**config.mk**
```make
export PLATFORM = sky130hd
export DESIGN_NAME = cpgwt_top
export DESIGN_NICKNAME = d
export VERILOG_FILES = /design/src/hw/cpgwt_pkg.sv /design/src/hw/cpgwt_pin_edge.sv /design/src/hw/cpgwt_top.sv
export VERILOG_INCLUDE_DIRS = /design/src /design/src/hw
export SDC_FILE = /design/constraint.sdc
export NUM_CORES = 1
export LEC_CHECK = 0
export ABC_AREA = 1
export BUFFER_PORTS_ARGS = -buffer_cell sky130_fd_sc_hd__buf_2
export CORE_UTILIZATION = 57
export DETAILED_ROUTE_END_ITERATION = 10
export PLACE_DENSITY_LB_ADDON = 0.2
export SLEW_MARGIN = 30
export SYNTH_ARGS = -nofsm -noshare
export SYNTH_HDL_FRONTEND = slang
export SYNTH_SLANG_ARGS = --single-unit
```
**constraint.sdc**
```tcl
create_clock -name clk_i -period 3.1 [get_ports clk_i]
set_input_delay 0.31 -clock clk_i [delete_from_list [all_inputs] [get_ports clk_i]]
set_output_delay 0.31 -clock clk_i [all_outputs]
set_load 0.01 [all_outputs]
```
**src/hw/cpgwt_consts.svh**
```systemverilog
// Offsets, field positions, reset values and timing counts of the cascaded pulse timer.
`ifndef CPGWT_CONSTS_SVH
`define CPGWT_CONSTS_SVH

`define CPGWT_ADDR_W 6
`define CPGWT_OFS_LOWER_CTRL 6'h00
`define CPGWT_OFS_UPPER_CTRL 6'h04
`define CPGWT_OFS_WIDTH_LOW 6'h08
`define CPGWT_OFS_WIDTH_HIGH 6'h0c
`define CPGWT_OFS_PERIOD_LOW 6'h10
`define CPGWT_OFS_PERIOD_HIGH 6'h14
`define CPGWT_OFS_COUNT 6'h18
`define CPGWT_OFS_IRQ_STATUS 6'h1c
`define CPGWT_OFS_IRQ_MASK 6'h20
`define CPGWT_OFS_PIN_STATE 6'h24

`define CPGWT_BIT_INIT 7
`define CPGWT_BIT_RUN 3
`define CPGWT_MODE_LSB 0
`define CPGWT_MODE_MSB 1
`define CPGWT_SRC_LSB 0
`define CPGWT_SRC_MSB 2
`define CPGWT_IRQ_MATCH 0

`define CPGWT_RST_CTRL 8'h00
`define CPGWT_RST_CMP 8'hff
`define CPGWT_RST_COUNT 16'h0000

`define CPGWT_PRESCALE_W 11
`define CPGWT_DIV_11 11'h7ff
`define CPGWT_DIV_7 11'h07f
`define CPGWT_DIV_5 11'h01f
`define CPGWT_DIV_3 11'h007
`define CPGWT_DIV_1 11'h001

`endif

```
**src/hw/cpgwt_pkg.sv**
```systemverilog
// Types shared by the cascaded pulse timer files.
package cpgwt_pkg;

  typedef enum logic [1:0] {
    CPGWT_MODE_IDLE = 2'b00,
    CPGWT_MODE_PULSE = 2'b01,
    CPGWT_MODE_WARMUP = 2'b10,
    CPGWT_MODE_RSVD = 2'b11
  } cpgwt_mode_t;

  typedef enum logic [2:0] {
    CPGWT_SRC_DIV11 = 3'h0,
    CPGWT_SRC_DIV7 = 3'h1,
    CPGWT_SRC_DIV5 = 3'h2,
    CPGWT_SRC_DIV3 = 3'h3,
    CPGWT_SRC_DIV1 = 3'h4,
    CPGWT_SRC_CLK = 3'h5,
    CPGWT_SRC_PIN = 3'h6,
    CPGWT_SRC_OFF = 3'h7
  } cpgwt_src_t;

endpackage

```
**src/hw/cpgwt_pin_edge.sv**
```systemverilog
// Synchroniser and falling-edge detector for the external count pin.
`timescale 1ns/1ps
`default_nettype none
module cpgwt_pin_edge (
  input wire logic clk_i,
  input wire logic sys_rst_i,
  input wire logic pin_i,
  output logic fall_o
);

  logic [2:0] sync_reg;
  logic level_reg;

  // Three stages; the first feeds only the second.
  always_ff @(posedge clk_i or posedge sys_rst_i) begin
    if (sys_rst_i) begin
      sync_reg <= 3'h7;
    end else begin
      sync_reg <= {sync_reg[1:0], pin_i};
    end
  end

  // The level changes only once stages two and three agree.
  always_ff @(posedge clk_i or posedge sys_rst_i) begin
    if (sys_rst_i) begin
      level_reg <= 1'b1;
    end else if (sync_reg[1] == sync_reg[2]) begin
      level_reg <= sync_reg[2];
    end
  end

  assign fall_o = level_reg & (sync_reg[1] == sync_reg[2]) & ~sync_reg[2];

endmodule
`default_nettype wire

```
**src/hw/cpgwt_top.sv**
```systemverilog
// Cascaded 16-bit pulse generator and warm-up timer with its Avalon-MM register slave.
`timescale 1ns/1ps
`default_nettype none
`include "cpgwt_consts.svh"
// Behaviour
// - Counter steps on the chosen prescaled tick, every clock or on external pin falling edge; low byte first timer.
// - Pulse mode: count equal to width register inverts output flop, counting continues.
// - Pulse mode: count equal to period inverts flop, clears count, raises interrupt.
// - Output flop starts from the initial-level bit; reset clears it to zero.
// - Pulse output pin always drives the inverse of the output flop.
// - Compare registers are not buffered; writes reach the comparison at once.
// - Stopped counter holds the pin; level changes by a later init-bit write.
// - Warm-up mode compares only the upper period byte, ignoring the lower byte.
// - Warm-up counting starts on run bit; period match raises interrupt, clears count.
module cpgwt_top (
  input wire logic clk_i,
  input wire logic sys_rst_i,
  input wire logic [`CPGWT_ADDR_W-1:0] avs_address_i,
  input wire logic avs_read_i,
  input wire logic avs_write_i,
  input wire logic [31:0] avs_writedata_i,
  input wire logic [3:0] avs_byteenable_i,
  output logic [31:0] avs_readdata_o,
  output logic avs_waitrequest_o,
  input wire logic count_pin_i,
  output logic pulse_out_pin_o,
  output logic upper_timer_irq_o
);

  logic [7:0] lower_timer_ctrl_reg;
  logic [7:0] upper_timer_ctrl_reg;
  logic [7:0] width_cmp_low_reg;
  logic [7:0] width_cmp_high_reg;
  logic [7:0] period_cmp_low_reg;
  logic [7:0] period_cmp_high_reg;
  logic [15:0] count_reg;
  logic [15:0] count_next;
  logic output_flop_reg;
  logic irq_status_reg;
  logic irq_mask_reg;
  logic [`CPGWT_PRESCALE_W-1:0] prescale_reg;
  logic ack_reg;
  logic [31:0] readdata_reg;
  logic pin_fall;
  logic tick;
  logic run;
  logic wr_go;
  logic wr_upper;
  logic width_hit;
  logic period_hit;
  logic match_event;
  cpgwt_pkg::cpgwt_mode_t mode;
  cpgwt_pkg::cpgwt_src_t src;

  cpgwt_pin_edge u_pin_edge (
    .clk_i(clk_i),
    .sys_rst_i(sys_rst_i),
    .pin_i(count_pin_i),
    .fall_o(pin_fall)
  );

  assign mode = cpgwt_pkg::cpgwt_mode_t'(upper_timer_ctrl_reg[`CPGWT_MODE_MSB:`CPGWT_MODE_LSB]);
  assign src = cpgwt_pkg::cpgwt_src_t'(lower_timer_ctrl_reg[`CPGWT_SRC_MSB:`CPGWT_SRC_LSB]);
  assign run = upper_timer_ctrl_reg[`CPGWT_BIT_RUN];

  // Bus slave: one wait state, then the request is taken.
  assign avs_waitrequest_o = (avs_read_i | avs_write_i) & ~ack_reg;
  assign wr_go = avs_write_i & ack_reg & avs_byteenable_i[0];
  assign wr_upper = wr_go & (avs_address_i == `CPGWT_OFS_UPPER_CTRL);
  assign avs_readdata_o = readdata_reg;

  always_ff @(posedge clk_i or posedge sys_rst_i) begin
    if (sys_rst_i) begin
      ack_reg <= 1'b0;
    end else begin
      ack_reg <= (avs_read_i | avs_write_i) & ~ack_reg;
    end
  end

  always_ff @(posedge clk_i or posedge sys_rst_i) begin
    if (sys_rst_i) begin
      readdata_reg <= 32'h0000_0000;
    end else if (avs_read_i & ~ack_reg) begin
      unique case (avs_address_i)
        `CPGWT_OFS_LOWER_CTRL: readdata_reg <= {24'h00_0000, lower_timer_ctrl_reg};
        `CPGWT_OFS_UPPER_CTRL: readdata_reg <= {24'h00_0000, upper_timer_ctrl_reg};
        `CPGWT_OFS_WIDTH_LOW: readdata_reg <= {24'h00_0000, width_cmp_low_reg};
        `CPGWT_OFS_WIDTH_HIGH: readdata_reg <= {24'h00_0000, width_cmp_high_reg};
        `CPGWT_OFS_PERIOD_LOW: readdata_reg <= {24'h00_0000, period_cmp_low_reg};
        `CPGWT_OFS_PERIOD_HIGH: readdata_reg <= {24'h00_0000, period_cmp_high_reg};
        `CPGWT_OFS_COUNT: readdata_reg <= {16'h0000, count_reg};
        `CPGWT_OFS_IRQ_STATUS: readdata_reg <= {31'h0000_0000, irq_status_reg};
        `CPGWT_OFS_IRQ_MASK: readdata_reg <= {31'h0000_0000, irq_mask_reg};
        `CPGWT_OFS_PIN_STATE: readdata_reg <= {31'h0000_0000, pulse_out_pin_o};
        default: readdata_reg <= 32'h0000_0000;
      endcase
    end
  end

  // Control and compare registers.
  always_ff @(posedge clk_i or posedge sys_rst_i) begin
    if (sys_rst_i) begin
      lower_timer_ctrl_reg <= `CPGWT_RST_CTRL;
      upper_timer_ctrl_reg <= `CPGWT_RST_CTRL;
      width_cmp_low_reg <= `CPGWT_RST_CMP;
      width_cmp_high_reg <= `CPGWT_RST_CMP;
      period_cmp_low_reg <= `CPGWT_RST_CMP;
      period_cmp_high_reg <= `CPGWT_RST_CMP;
      irq_mask_reg <= 1'b0;
    end else if (wr_go) begin
      // Compare writes reach the comparators on the next edge.
      // no shadow buffer
      unique case (avs_address_i)
        `CPGWT_OFS_LOWER_CTRL: lower_timer_ctrl_reg <= avs_writedata_i[7:0];
        `CPGWT_OFS_UPPER_CTRL: upper_timer_ctrl_reg <= avs_writedata_i[7:0];
        `CPGWT_OFS_WIDTH_LOW: width_cmp_low_reg <= avs_writedata_i[7:0];
        `CPGWT_OFS_WIDTH_HIGH: width_cmp_high_reg <= avs_writedata_i[7:0];
        `CPGWT_OFS_PERIOD_LOW: period_cmp_low_reg <= avs_writedata_i[7:0];
        `CPGWT_OFS_PERIOD_HIGH: period_cmp_high_reg <= avs_writedata_i[7:0];
        `CPGWT_OFS_IRQ_MASK: irq_mask_reg <= avs_writedata_i[`CPGWT_IRQ_MATCH];
        default: irq_mask_reg <= irq_mask_reg;
      endcase
    end
  end

  // Free-running prescaler for the internal tick sources.
  always_ff @(posedge clk_i or posedge sys_rst_i) begin
    if (sys_rst_i) begin
      prescale_reg <= '0;
    end else begin
      prescale_reg <= prescale_reg + `CPGWT_PRESCALE_W'(1);
    end
  end

  always_comb begin
    unique case (src)
      cpgwt_pkg::CPGWT_SRC_DIV11: tick = (prescale_reg & `CPGWT_DIV_11) == `CPGWT_DIV_11;
      cpgwt_pkg::CPGWT_SRC_DIV7: tick = (prescale_reg & `CPGWT_DIV_7) == `CPGWT_DIV_7;
      cpgwt_pkg::CPGWT_SRC_DIV5: tick = (prescale_reg & `CPGWT_DIV_5) == `CPGWT_DIV_5;
      cpgwt_pkg::CPGWT_SRC_DIV3: tick = (prescale_reg & `CPGWT_DIV_3) == `CPGWT_DIV_3;
      cpgwt_pkg::CPGWT_SRC_DIV1: tick = (prescale_reg & `CPGWT_DIV_1) == `CPGWT_DIV_1;
      cpgwt_pkg::CPGWT_SRC_CLK: tick = 1'b1;
      cpgwt_pkg::CPGWT_SRC_PIN: tick = pin_fall;
      cpgwt_pkg::CPGWT_SRC_OFF: tick = 1'b0;
    endcase
  end

  // warm-up uses only the upper byte
  always_comb begin
    width_hit = 1'b0;
    period_hit = 1'b0;
    if (mode == cpgwt_pkg::CPGWT_MODE_PULSE) begin
      width_hit = count_reg == {width_cmp_high_reg, width_cmp_low_reg};
      period_hit = count_reg == {period_cmp_high_reg, period_cmp_low_reg};
    end else if (mode == cpgwt_pkg::CPGWT_MODE_WARMUP) begin
      period_hit = count_reg[15:8] == period_cmp_high_reg;
    end
  end

  assign match_event = run & tick & period_hit;

  // count while running, clear on period match
  always_comb begin
    count_next = count_reg;
    if (run & tick) begin
      if (period_hit) begin
        count_next = `CPGWT_RST_COUNT;
      end else begin
        count_next = count_reg + 16'h0001;
      end
    end
  end

  always_ff @(posedge clk_i or posedge sys_rst_i) begin
    if (sys_rst_i) begin
      count_reg <= `CPGWT_RST_COUNT;
    end else begin
      count_reg <= count_next;
    end
  end

  // flop reset to zero, loaded from init bit
  always_ff @(posedge clk_i or posedge sys_rst_i) begin
    if (sys_rst_i) begin
      output_flop_reg <= 1'b0;
    end else if (run & tick & mode == cpgwt_pkg::CPGWT_MODE_PULSE & (width_hit ^ period_hit)) begin
      output_flop_reg <= ~output_flop_reg;
    end else if (wr_upper & ~run & ~avs_writedata_i[`CPGWT_BIT_RUN]) begin
      // reload only on a write made while stopped
      output_flop_reg <= avs_writedata_i[`CPGWT_BIT_INIT];
    end else if (wr_upper & ~run) begin
      output_flop_reg <= avs_writedata_i[`CPGWT_BIT_INIT];
    end
  end

  assign pulse_out_pin_o = ~output_flop_reg;

  // period match raises the interrupt; set wins over clear
  always_ff @(posedge clk_i or posedge sys_rst_i) begin
    if (sys_rst_i) begin
      irq_status_reg <= 1'b0;
    end else if (match_event) begin
      irq_status_reg <= 1'b1;
    end else if (wr_go & avs_address_i == `CPGWT_OFS_IRQ_STATUS) begin
      irq_status_reg <= irq_status_reg & ~avs_writedata_i[`CPGWT_IRQ_MATCH];
    end
  end

  assign upper_timer_irq_o = irq_status_reg & irq_mask_reg;
endmodule
`default_nettype wire

```
Yosys cells after proc, flatten, opt, wreduce, memory -nomap -nowiden
Index checks and enable logic that the tools add are counted.
Widths: inputs -> output; s select.
{ "op_classes": {"n_reduce_logical": 11, "muxes": 11, "mul": 0, "order_cmp": 0, "div_mod_pow": 0, "n_eq_ne": 26, "bitwise": 24, "n_shift": 0, "addsub": 2} }
{ "ops": {"columns": ["op", "count"], "rows": [
  ["$pmux 16 s10", 1],
  ["$eq 16x16->1", 2],
  ["$eq 6x5->1 const B", 4],
  ["$add 16x1->16 const B", 1],
  ["$and 1x1->1", 16],
  ["$mux 16", 1],
  ["$eq 3x3->1 const B", 5],
  ["$reduce_and 2->1", 7],
  ["$eq 6x4->1 const B", 2],
  ["$eq 6x6->1 const B", 2],
  ["$add 11x1->11 const B", 1],
  ["$eq 11x11->1 const B", 1],
  ["$eq 8x8->1", 1],
  ["$mux 1", 8],
  ["$pmux 1 s8", 1],
  ["$eq 7x7->1 const B", 1],
  ["$eq 3x2->1 const B", 2],
  ["$eq 6x3->1 const B", 1],
  ["$logic_not 6->1", 1],
  ["$not 1->1", 6],
  ["$eq 5x5->1 const B", 1],
  ["$eq 3x1->1 const B", 1],
  ["$logic_not 3->1", 1],
  ["$reduce_bool 3->1", 1],
  ["6 further kinds", 6]
]} }
{ "totals": {"ram_bits": 0, "mem_count": 0, "regBits": 115, "latchBits": 0, "mem_bits_ro": 0, "in_bits": 47} }

Logic depth before layout (Yosys ltp)
Gate-level depths: netlist of the first run.
{ "depth": {"ltp_word": 8, "mapped_depth": 14, "ltp_nobuf": 14} }

Modules after synthesis
From an unflattened synthesis of the first run, not the netlist that was laid out.
{ "unflattened": {"hier_cells": 712, "hier_area_um2": 5641.7} }
{ "by_module_without_submodules": {"columns": ["module", "area_per_inst_um2", "seq_area_each_um2", "n_inst", "cells_per_inst"], "rows": [
  ["cpgwt_top", 5511.5, 2417.3, 1, 702],
  ["cpgwt_pin_edge", 130.1, 105.1, 1, 10]
]} }

Least setup slack after synthesis of the first run
Ideal clock, no wire load.
{ "synth_path": {"path_kind": "register -> register", "from": "register prescale_reg[0]", "to": "register count_reg[9]", "slack_ns": 1.318, "path_stages_with_launch": 14, "arrival_time_ns": 1.696, "synth_period_minus_slack_ns": 1.782, "path_buffers": 2, "setup_time_ns": 0.086, "t_required_ns": 3.014, "path_cell_list": "dfrtp_1 ha_1 nand3_1 inv_1 ha_1 nand2_1 nor2_1 nor2_1 nand3_1 nand3_1 buf_6 buf_6 nor3_1 nor3_1"} }
{ "synth_between": {"elab_chain_cells": 3, "word_cells_on_any_way": 6} }
{ "synth_rtl": {"columns": ["element", "line", "text"], "rows": [
  ["start: declaration", "cpgwt_top.sv:41", "logic [`CPGWT_PRESCALE_W-1:0] prescale_reg;"],
  ["start signal: assignment", "cpgwt_top.sv:131", "prescale_reg <= prescale_reg + `CPGWT_PRESCALE_W'(1);"],
  ["$eq 11x11->1 (no line) (tied with other cells)", null, null],
  ["$pmux 1 s8 *", "cpgwt_top.sv:136", "unique case (src)"],
  ["$and 1x1->1 *", "cpgwt_top.sv:165", "if (run & tick) begin"],
  ["end signal: assignment", "cpgwt_top.sv:176", "count_reg <= `CPGWT_RST_COUNT;"],
  ["end signal: assignment", "cpgwt_top.sv:178", "count_reg <= count_next;"],
  ["end: declaration", "cpgwt_top.sv:36", "logic [15:0] count_reg;"]
]} }
Every way passes the cells marked *; elsewhere a longest branch is shown, timed or not.
A chain may end at the register's enable or synchronous reset.

Worst setup path after layout of the first run
{ "layout_path": {"from": "register prescale_reg[0]", "to": "register count_reg[10]"} }
Same word-level chain as after synthesis.

==> results of run 1 <==
synthesized netlist by cell type (all sizes together):
master / count / area share
o2111ai: 2 / 0.0034
clkinv: 1 / 0.00096
nand4: 11 / 0.013
nand3: 34 / 0.033
nor2: 48 / 0.040
xnor2: 27 / 0.046
a22oi: 8 / 0.012
a31oi: 1 / 0.0012
o221ai: 2 / 0.0034
a32oi: 2 / 0.0034
o31ai: 8 / 0.012
o22ai: 3 / 0.0036
dfstp: 36 / 0.18
dfrtp: 63 / 0.30
a21oi: 8 / 0.0077
conb: 1 / 0.00072
nand2: 185 / 0.14
o21ai: 72 / 0.069
buf: 24 / 0.034
or2: 1 / 0.0012
o21a: 1 / 0.0014
xor2: 5 / 0.0084
nor3: 17 / 0.016
inv: 76 / 0.055
clkbuf: 7 / 0.0051
ha: 4 / 0.0096
routing by layer:
metal / wire [µm] / vias to the layer above / global-route usage
met5: 0 / - / 0
met4: 340 / 0 / 0.128
met3: 828 / 29 / 0.0417
met2: 5770 / 168 / 0.435
met1: 5910 / 2097 / 0.401
li1: - / 2132 / -
critical path: stages (launching register included):
cell     delay (ps)
dfrtp_1         430
ha_1            220
nand3_1         130
inv_1            80
ha_1            140
nand2_1          50
nor2_1          110
nor2_1           60
nand3_1          70
nand3_1         170
inv_1           250
nand3_1         270
nand2_1         170
nor2_1           50
cell families after synthesis:
group / share of synthesized area
compound gates: 0.117
xor+xnor: 0.0539
fa+ha+maj: 0.00963
buf+inv: 0.0946
flops: 0.485
other cells: 0.000722
simple gates: 0.239
final cells by class:
cell class	count	area, µm²
fillers	787	3130
flip-flops and latches	99	2520
multi-input cells	455	2240
inverters	77	293
repair buffers	42	233
clock buffers	10	138
well taps	108	135
clock inverters	6	71.3
cells in the final DEF (no fill, tap or decap), types with 5 or more instances in the layout:
cell type | netlist | final
nand2_1 | 183 | 183
inv_1 | 70 | 69
dfrtp_1 | 63 | 63
o21ai_0 | 58 | 58
nor2_1 | 41 | 41
buf_2 | 5 | 38
dfstp_2 | 36 | 36
nand3_1 | 34 | 34
xnor2_1 | 27 | 27
nor3_1 | 17 | 17
conb_1 | 1 | 16
o21ai_1 | 14 | 14
nand4_1 | 11 | 11
clkbuf_8 | 0 | 10
a22oi_1 | 8 | 8
a21oi_1 | 8 | 8
o31ai_1 | 8 | 8
inv_2 | 6 | 6
nor2_2 | 5 | 5
xor2_1 | 5 | 5
worst paths after layout:
kind	to	slack, ps	cells past startpoint
min in group asynchronous	avs_readdata_o[3]$_DFFE_PP0P_	60	2
worst max-delay path	count_reg[10]$_DFFE_PP0N_	800	13
worst max register to register	count_reg[10]$_DFFE_PP0N_	800	13
worst min-delay path	u_pin_edge.sync_reg[0]$_DFF_PP1_	20	1
max in group asynchronous	width_cmp_high_reg[4]$_DFFE_PP1P_	2290	3
worst min register to register	u_pin_edge.sync_reg[1]$_DFF_PP1_	360	0
through the flow:
step                      setup slack (ps)  hold slack (ps)  instances  utilization  instance area (µm²)
after detailed placement               846              348        781        0.619                 5420
after global routing                   607             5.75        797        0.642                 5630
final                                  797             15.3        797        0.642                 5630
after floorplan                        259              314        662            -                 5250
after CTS                              809             8.68        797        0.642                 5630
after global placement                 929              346        781        0.619                 5420
power by group through the flow:
stage                     registers (W)  logic, W  clock network (W)
after floorplan                 0.00140  0.000175                  0
after global placement          0.00141  0.000222                  0
after detailed placement        0.00141  0.000228                  0
after CTS                       0.00139  0.000229           0.000896
after global routing            0.00139  0.000263           0.000936
final                           0.00139  0.000229           0.000892
==> reports/metrics.csv, run 1 <==
metric,value,unit
grt_max_degree,61,
vdd_ir_drop_max,0.000302,V
yosysSeqAreaShare,0.485,
critPathArrivalTime,2570,ps
grtUsageTotal,0.284,
post_drt_via_cell_ratio,5.55,
grt_overflow,0,
dr.first_iter.drc_count,314,
start_util,0.593,
synth_cell_type_count,34,
syn_inst,647,
htree_levels,3,
cts_resized,0,
fmax,434,MHz
fp.dieH,97.5,µm
die_area,9500,µm²
ys_ff_latch,99,
drt-pass1-iter-count,5,
hold_viol_final,0,
cts_num_sinks,99,
diodes,0,
cts_hold_buf,0,
clock_path_buffers,2,
grt_pass1_wl,20.9,mm
critPathMaxFanout,6,
finalCriticalPeriod,2300,ps
worst_setup_path_end_kind,flop,
clk-insertion-delay-late,380,ps
areaGrowthSynthToFinish,8.36,%
path_clk_slew,110,ps
tightest_slew,752,ps
p_total,0.00251,W
num_vias,4426,
grt_pass1_vias,4151,
dp_hpwl,9.54,mm
ant_nets,0,
seqPwrFrac,0.554,
setup_viol,0,
setup.worst_path.class,reg2reg,
p_comb_frac,0.091,
place.gp.congestion,0.946,
clkPwrFrac,0.355,
wire_per_inst,16.1,µm
hp-class,in2reg,
internal_power,0.00183,W
relSlewSlack,0.499,
clock_skew,16.8,ps
synth_area,5200,µm²
crit_required,3370,ps
drive_gt1_frac,0.161,
ys_warn_count,0,
r2r-start,prescale_reg[0]$_DFF_PP0_,
dieWidth,97.5,µm
fin_crit_sh,0.743,
p_sw,0.000682,W
postCtsSetupRepairBufs,0,
core,8760,µm²
status,completed,
start_kind,flop,
p_leak,2.58,nW
grt_setup_unrepaired,no,
rows,34,
p_sw_frac,0.272,
fin_nets,735,
maxCapViolCount,0,
critPathLaunch,prescale_reg[0]$_DFF_PP0_,
cts-root-buf,clkbuf_8,
cts_buffers,9,
portBuffers,38,
hp-start,count_pin_i,
syn_avg_cell_area,8.03,µm²
fin_tns_setup,0,ps
drt_wl_total,12.8,mm
cts_tree,yes,
pwr_density_cell,446,nW/µm²
drcViolationCount,0,
ios,82,
antenna_found_initial,0,
finalMaxSlewViolations,0,
No activity file was read; power rests on OpenSTA's default activity.
==> run 2, diff against run 1 <==
==> constraint.sdc (replaced) <==
create_clock -name clk_i -period 2.33 [get_ports clk_i]
set_input_delay 0.233 -clock clk_i [delete_from_list [all_inputs] [get_ports clk_i]]
set_output_delay 0.233 -clock clk_i [all_outputs]
set_load 0.01 [all_outputs]
==> run 2 against run 1 <==
Effect of this change:
- combinational power up 37%
- non-clock buffer count up 6
- first-iteration DRC count down 6.1%
- largest cell class unchanged
==> reports/metrics.csv, run 2 (synthesis results as in run 1) <==
metric,value,unit
fin_crit_sh,0.909,
drive_gt1_frac,0.165,
status,completed,
cts_tree,yes,
gr-usage-met2,0.456,
maxCapViolCount,0,
areaGrowthSynthToFinish,9.01,%
start_util,0.593,
grt_max_degree,62,
dr.first_iter.drc_count,295,
pwr_density_cell,574,nW/µm²
final_cell_mix,"183 x nand2_1, 69 x inv_1, 63 x dfrtp_1",
critPathArrivalTime,2420,ps
clock_path_buffers,2,
crit_required,2630,ps
antenna_found_initial,0,
r2r_end,count_reg[14]$_DFFE_PP0N_,
setup_viol,0,
reg2reg_depth,12,
ios,82,
cts_num_sinks,99,
dieWidth,97.5,µm
diodes,0,
vdd_ir_drop_max,0.000345,V
fp.dieH,97.5,µm
use_met3,0.0604,
grt_overflow,0,
min_delay_path_depth,3,
drt-pass1-iter-count,5,
fmax,472,MHz
drt_wl_total,13.0,mm
whs_endpoint,ack_reg$_DFF_PP0_,
hold_ws,137,ps
r2r-start,prescale_reg[0]$_DFF_PP0_,
cp_top_family,simple AND/OR/NAND/NOR gates,
grtUsageTotal,0.289,
post_drt_via_cell_ratio,5.54,
ant_nets,0,
rows,34,
core,8760,µm²
grt_pass1_wl,21.1,mm
postCtsSetupRepairBufs,0,
portBuffers,38,
cts_buffers,9,
fin_tns_setup,0,ps
path_clk_slew,110,ps
relSlewSlack,0.597,
cts-root-buf,clkbuf_8,
dp_hpwl,9.71,mm
hold_viol_final,0,
htree_levels,3,
worst_setup_path_end_kind,flop,
critPathMaxFanout,18,
hp-start,avs_read_i,
use_met1,0.392,
clock_skew,15.9,ps
finalCriticalPeriod,2120,ps
cp.buffers_inverters,2,
fin_nets,741,
setup.worst_path.class,reg2reg,
hp-class,in2reg,
wire_per_inst,16.2,µm
p_leak,2.60,nW
finalMaxSlewViolations,0,
n_fill_cell,770,
tightest_slew,604,ps
clk-insertion-delay-late,380,ps
drcViolationCount,0,
rrSetupSlack,210,ps
place.gp.congestion,0.961,
crit_path_top_delay_cell,dfrtp_1,
num_vias,4448,
cp_cell_sequence,ha_1 -> nand3_1 -> inv_1 -> ha_1 -> nand2_1 -> nor2_1 -> nor2_1 -> nand3_1 -> nand3_1 -> buf_4 -> nor2_4 -> nor3_1,
crit_path_max_incr_delay,430,ps
cp_common_cell,nand3_1,
start_kind,flop,
mostFrequentLayoutCell,nand2_1,
grt_setup_unrepaired,no,
grt_pass1_vias,4144,
die_area,9500,µm²
grt.busiest_layer,met2,
run 2: changes by cell type in the layout (fill, tap and decap cells not counted), sizes merged:
cell / delta
clkinv: +1
buf: +4
clkbuf: -1
clkinvlp: +1
dlygate4sd3: +2
bufinv: -1
run 2: area by class of cell:
type	instances	area [µm²]	area share
flip-flops and latches	99	2520	0.445
multi-input cells	455	2240	0.395
inverters	77	294	0.0519
repair buffers	48	283	0.0499
well taps	108	135	0.0239
clock buffers	9	124	0.0219
clock inverters	7	67.6	0.0119
run 2: layer usage:
metal  part of all wire  vias up
met5                  0        -
met4              0.026        0
met3              0.078       25
met2               0.46      202
met1               0.44     2078
li1                   -     2143
run 2: where the power goes:
| group | internal, W | switching (W) | leakage, nW |
|---|---|---|---|
| logic | 0.000101 | 0.000212 | 1.28 |
| clock network | 0.000418 | 0.000671 | 0.0958 |
| registers | 0.00180 | 0.0000535 | 1.22 |
run 2: worst max-delay path by stage:
stage,to,startpoint,cells past startpoint
after floorplan,count_reg[9]$_DFFE_PP0N_,prescale_reg[0]$_DFF_PP0_,13
after global placement,count_reg[6]$_DFFE_PP0N_,prescale_reg[0]$_DFF_PP0_,12
after detailed placement,count_reg[13]$_DFFE_PP0N_,prescale_reg[0]$_DFF_PP0_,12
after CTS,count_reg[9]$_DFFE_PP0N_,prescale_reg[0]$_DFF_PP0_,12
after global routing,count_reg[11]$_DFFE_PP0N_,prescale_reg[0]$_DFF_PP0_,14
final,count_reg[14]$_DFFE_PP0N_,prescale_reg[0]$_DFF_PP0_,12
run 2: worst min-delay path, stage by stage:
cell,delay [ps]
buf_2,100
nor2_1,80
nor2_1,60
run 2: timing repair:
| action | 4_1_cts | 5_1_grt |
|---|---|---|
| hold endpoints to repair | 6 | 0 |
| gates resized for setup | 0 | 0 |
| endpoints found under the setup margin | 0 | 0 |
| hold buffers | 2 | 0 |
run 2: metrics by stage:
stage / power (W) / setup WS, ps / utilization / area (µm²) / instances
global route: 0.00339 / 4.64 / 0.646 / 5660 / 803
floorplan: 0.00209 / 548 / - / 5260 / 662
global placement: 0.00218 / 293 / 0.622 / 5450 / 785
CTS: 0.00327 / 233 / 0.646 / 5660 / 803
finish: 0.00325 / 213 / 0.646 / 5660 / 803
detailed placement: 0.00219 / 251 / 0.622 / 5450 / 785
==> run 3, diff against run 2 <==
--- a/config.mk
+++ b/config.mk
@@ -7,11 +7,12 @@
 export NUM_CORES = 1
 export LEC_CHECK = 0
 export ABC_AREA = 1
-export BUFFER_PORTS_ARGS = -buffer_cell sky130_fd_sc_hd__buf_2
-export CORE_UTILIZATION = 57
+export CORE_UTILIZATION = 64
 export DETAILED_ROUTE_END_ITERATION = 10
+export DONT_BUFFER_PORTS = 1
 export PLACE_DENSITY_LB_ADDON = 0.2
 export SLEW_MARGIN = 30
 export SYNTH_ARGS = -nofsm -noshare
 export SYNTH_HDL_FRONTEND = slang
+export SYNTH_HIERARCHICAL = 1
 export SYNTH_SLANG_ARGS = --single-unit
==> constraint.sdc (replaced) <==
create_clock -name clk_i -period 2.3 [get_ports clk_i]
set_input_delay 0.23 -clock clk_i [delete_from_list [all_inputs] [get_ports clk_i]]
set_output_delay 0.23 -clock clk_i [all_outputs]
set_load 0.01 [all_outputs]
==> run 3 against run 2 <==
Effect of this change:
- maximum frequency up 3.0%
- via count increased by 7.2%
- global-route usage rose by 5.8 points
- worst hold slack lost 85 ps
- utilization up 5.7 points
- clock skew rose by 4.0 ps
- highest routed layer unchanged
==> reports/metrics.csv, run 3 <==
metric,value,unit
synth_top_area_frac,0.279,
cp.buffers_inverters,3,
cp_common_cell,nor2_1,
wire_per_inst,17.8,µm
clock_path_buffers,2,
cts_buffers,9,
drt_wl_total,14.7,mm
hold_ws,52.0,ps
die_area,9190,µm²
dp_hpwl,10.8,mm
hp-class,in2reg,
grt_setup_unrepaired,no,
grt_pass1_wl,23.1,mm
synth_edf_count,0,
status,completed,
setup.worst_path.class,reg2reg,
p_total,0.00373,W
ys.flop_type,dfrtp_1,
ios,82,
grt_max_degree,96,
rows,33,
grt_overflow,0,
stdcell_count,824,
yosysMostFrequentCell,nand2_1,
post_drt_via_cell_ratio,5.79,
crit_path_top_delay_cell,dfrtp_1,
relSlewSlack,0.523,
core,8380,µm²
fin_crit_sh,0.893,
syn_inst,712,
crit_required,2560,ps
syn_avg_cell_area,7.92,µm²
ys_warn_count,6,
critPathLaunch,prescale_reg[0]$_DFF_PP0_,
finalCriticalPeriod,2050,ps
dieWidth,95.9,µm
portBuffers,0,
drcViolationCount,0,
critPathMaxFanout,7,
htree_levels,3,
dpl_worst_slack,253,ps
synth_cell_type_count,43,
finalMaxSlewViolations,0,
fmax,487,MHz
yosys-top-cells-area,"dfrtp_1 28%, dfstp_2 17%, nand2_1 13%",
mostFrequentLayoutCell,nand2_1,
cts-root-buf,clkbuf_8,
dpl.cell_count,799,
p_leak,2.75,nW
start_util,0.673,
dr.first_iter.drc_count,289,
antenna_found_initial,0,
maxCapViolCount,0,
synth_area,5640,µm²
setup_viol,0,
n_fill_cell,689,
setup_ws,245,ps
reg2reg_depth,14,
drive_gt1_frac,0.159,
diodes,0,
areaGrowthSynthToFinish,4.48,%
pwr_density_cell,632,nW/µm²
num_vias,4767,
postCtsSetupRepairBufs,0,
fin_tns_setup,0,ps
place.gp.congestion,0.943,
path_clk_slew,100,ps
final_cell_mix,"198 x nand2_1, 83 x inv_1, 63 x dfrtp_1",
fin_nets,765,
grtUsageTotal,0.347,
cp_num_cells,14,
cts_num_sinks,99,
clock_skew,20.0,ps
ant_nets,0,
cts_tree,yes,
drt-pass1-iter-count,5,
synth_common_cells,"198 x nand2_1, 84 x inv_1, 63 x dfrtp_1",
min_delay_path_depth,2,
hold_viol_final,0,
start_kind,flop,
cp_top_family,simple AND/OR/NAND/NOR gates,
r2r-start,prescale_reg[0]$_DFF_PP0_,
critPathArrivalTime,2320,ps
yosysSeqAreaShare,0.447,
tightest_slew,714,ps
synth_largest_area_cell,dfrtp_1,
ys_ff_latch,99,
worst_setup_path_end_kind,flop,
cp_cell_sequence,ha_1 -> nand3_1 -> inv_1 -> ha_1 -> inv_1 -> nor2_1 -> nand2_1 -> nand2_1 -> nor2_1 -> nand3_1 -> nand3_4 -> buf_4 -> nor2_4 -> nor2_1,
grt_pass1_vias,4451,
synthArstFlopShare,1.00,
hp-start,avs_writedata_i[2],
crit_path_max_incr_delay,380,ps
vdd_ir_drop_max,0.000539,V
clk-insertion-delay-late,390,ps
fp.dieH,95.9,µm
[run 3: kinds of logic (layout without fill, tap and decap cells)]
kind of cell | after synthesis | count (layout) | share of synthesized area
other | 1 | 16 | 0.000665
AOI/OAI and AO/OA | 100 | 100 | 0.101
xor gates and xnor gates | 26 | 26 | 0.0404
buffers and inverters | 132 | 124 | 0.111
DFF | 99 | 99 | 0.447
adders and majority gates | 4 | 4 | 0.00887
and+or+nand+nor | 350 | 350 | 0.291
[run 3: worst paths after layout]
path	to	slack (ps)
min in group asynchronous	u_pin_edge/sync_reg[2]$_DFF_PP1_	410
min reg2reg	u_pin_edge/sync_reg[2]$_DFF_PP1_	370
max reg2reg	count_reg[4]$_DFFE_PP0N_	250
max	count_reg[4]$_DFFE_PP0N_	250
max in group asynchronous	period_cmp_low_reg[5]$_DFFE_PP1P_	1420
min	period_cmp_high_reg[2]$_DFFE_PP1P_	50
[run 3: routing by layer]
metal | share of wire | vias up | wire, µm | track usage
met1 | 0.42 | 2259 | 6210 | 0.455
met4 | 0.023 | 0 | 337 | 0.128
li1 | - | 2245 | - | -
met5 | 0 | - | 0 | 0
met2 | 0.48 | 234 | 7020 | 0.583
met3 | 0.075 | 29 | 1100 | 0.0529
[run 3: layout make-up]
class / count / area [µm²] / area share
sequential: 99 / 2520 / 0.428
inverter: 96 / 364 / 0.0618
clock inverter: 6 / 71.3 / 0.0121
tap: 105 / 131 / 0.0223
timing repair buffer: 12 / 125 / 0.0212
multi-input combinational: 496 / 2550 / 0.433
clock buffer: 10 / 128 / 0.0217
[run 3: repair_timing]
| action | in CTS | in global routing |
|---|---|---|
| hold buffers | 9 | 0 |
| setup endpoints to repair | 0 | 1 |
| resized for setup | 0 | 1 |
| hold endpoints to repair | 75 | 0 |
[run 3: metrics by stage]
step	cell area (µm²)	utilization
after CTS	5890	0.703
after global placement	5600	0.668
after global routing	5890	0.703
after detailed placement	5600	0.668
final	5890	0.703
after floorplan	5700	-
[run 3: power by group]
group          total [W]  internal, W  switching, W
logic           0.000584     0.000186      0.000398
clock network    0.00117     0.000515      0.000654
registers        0.00197      0.00185      0.000123
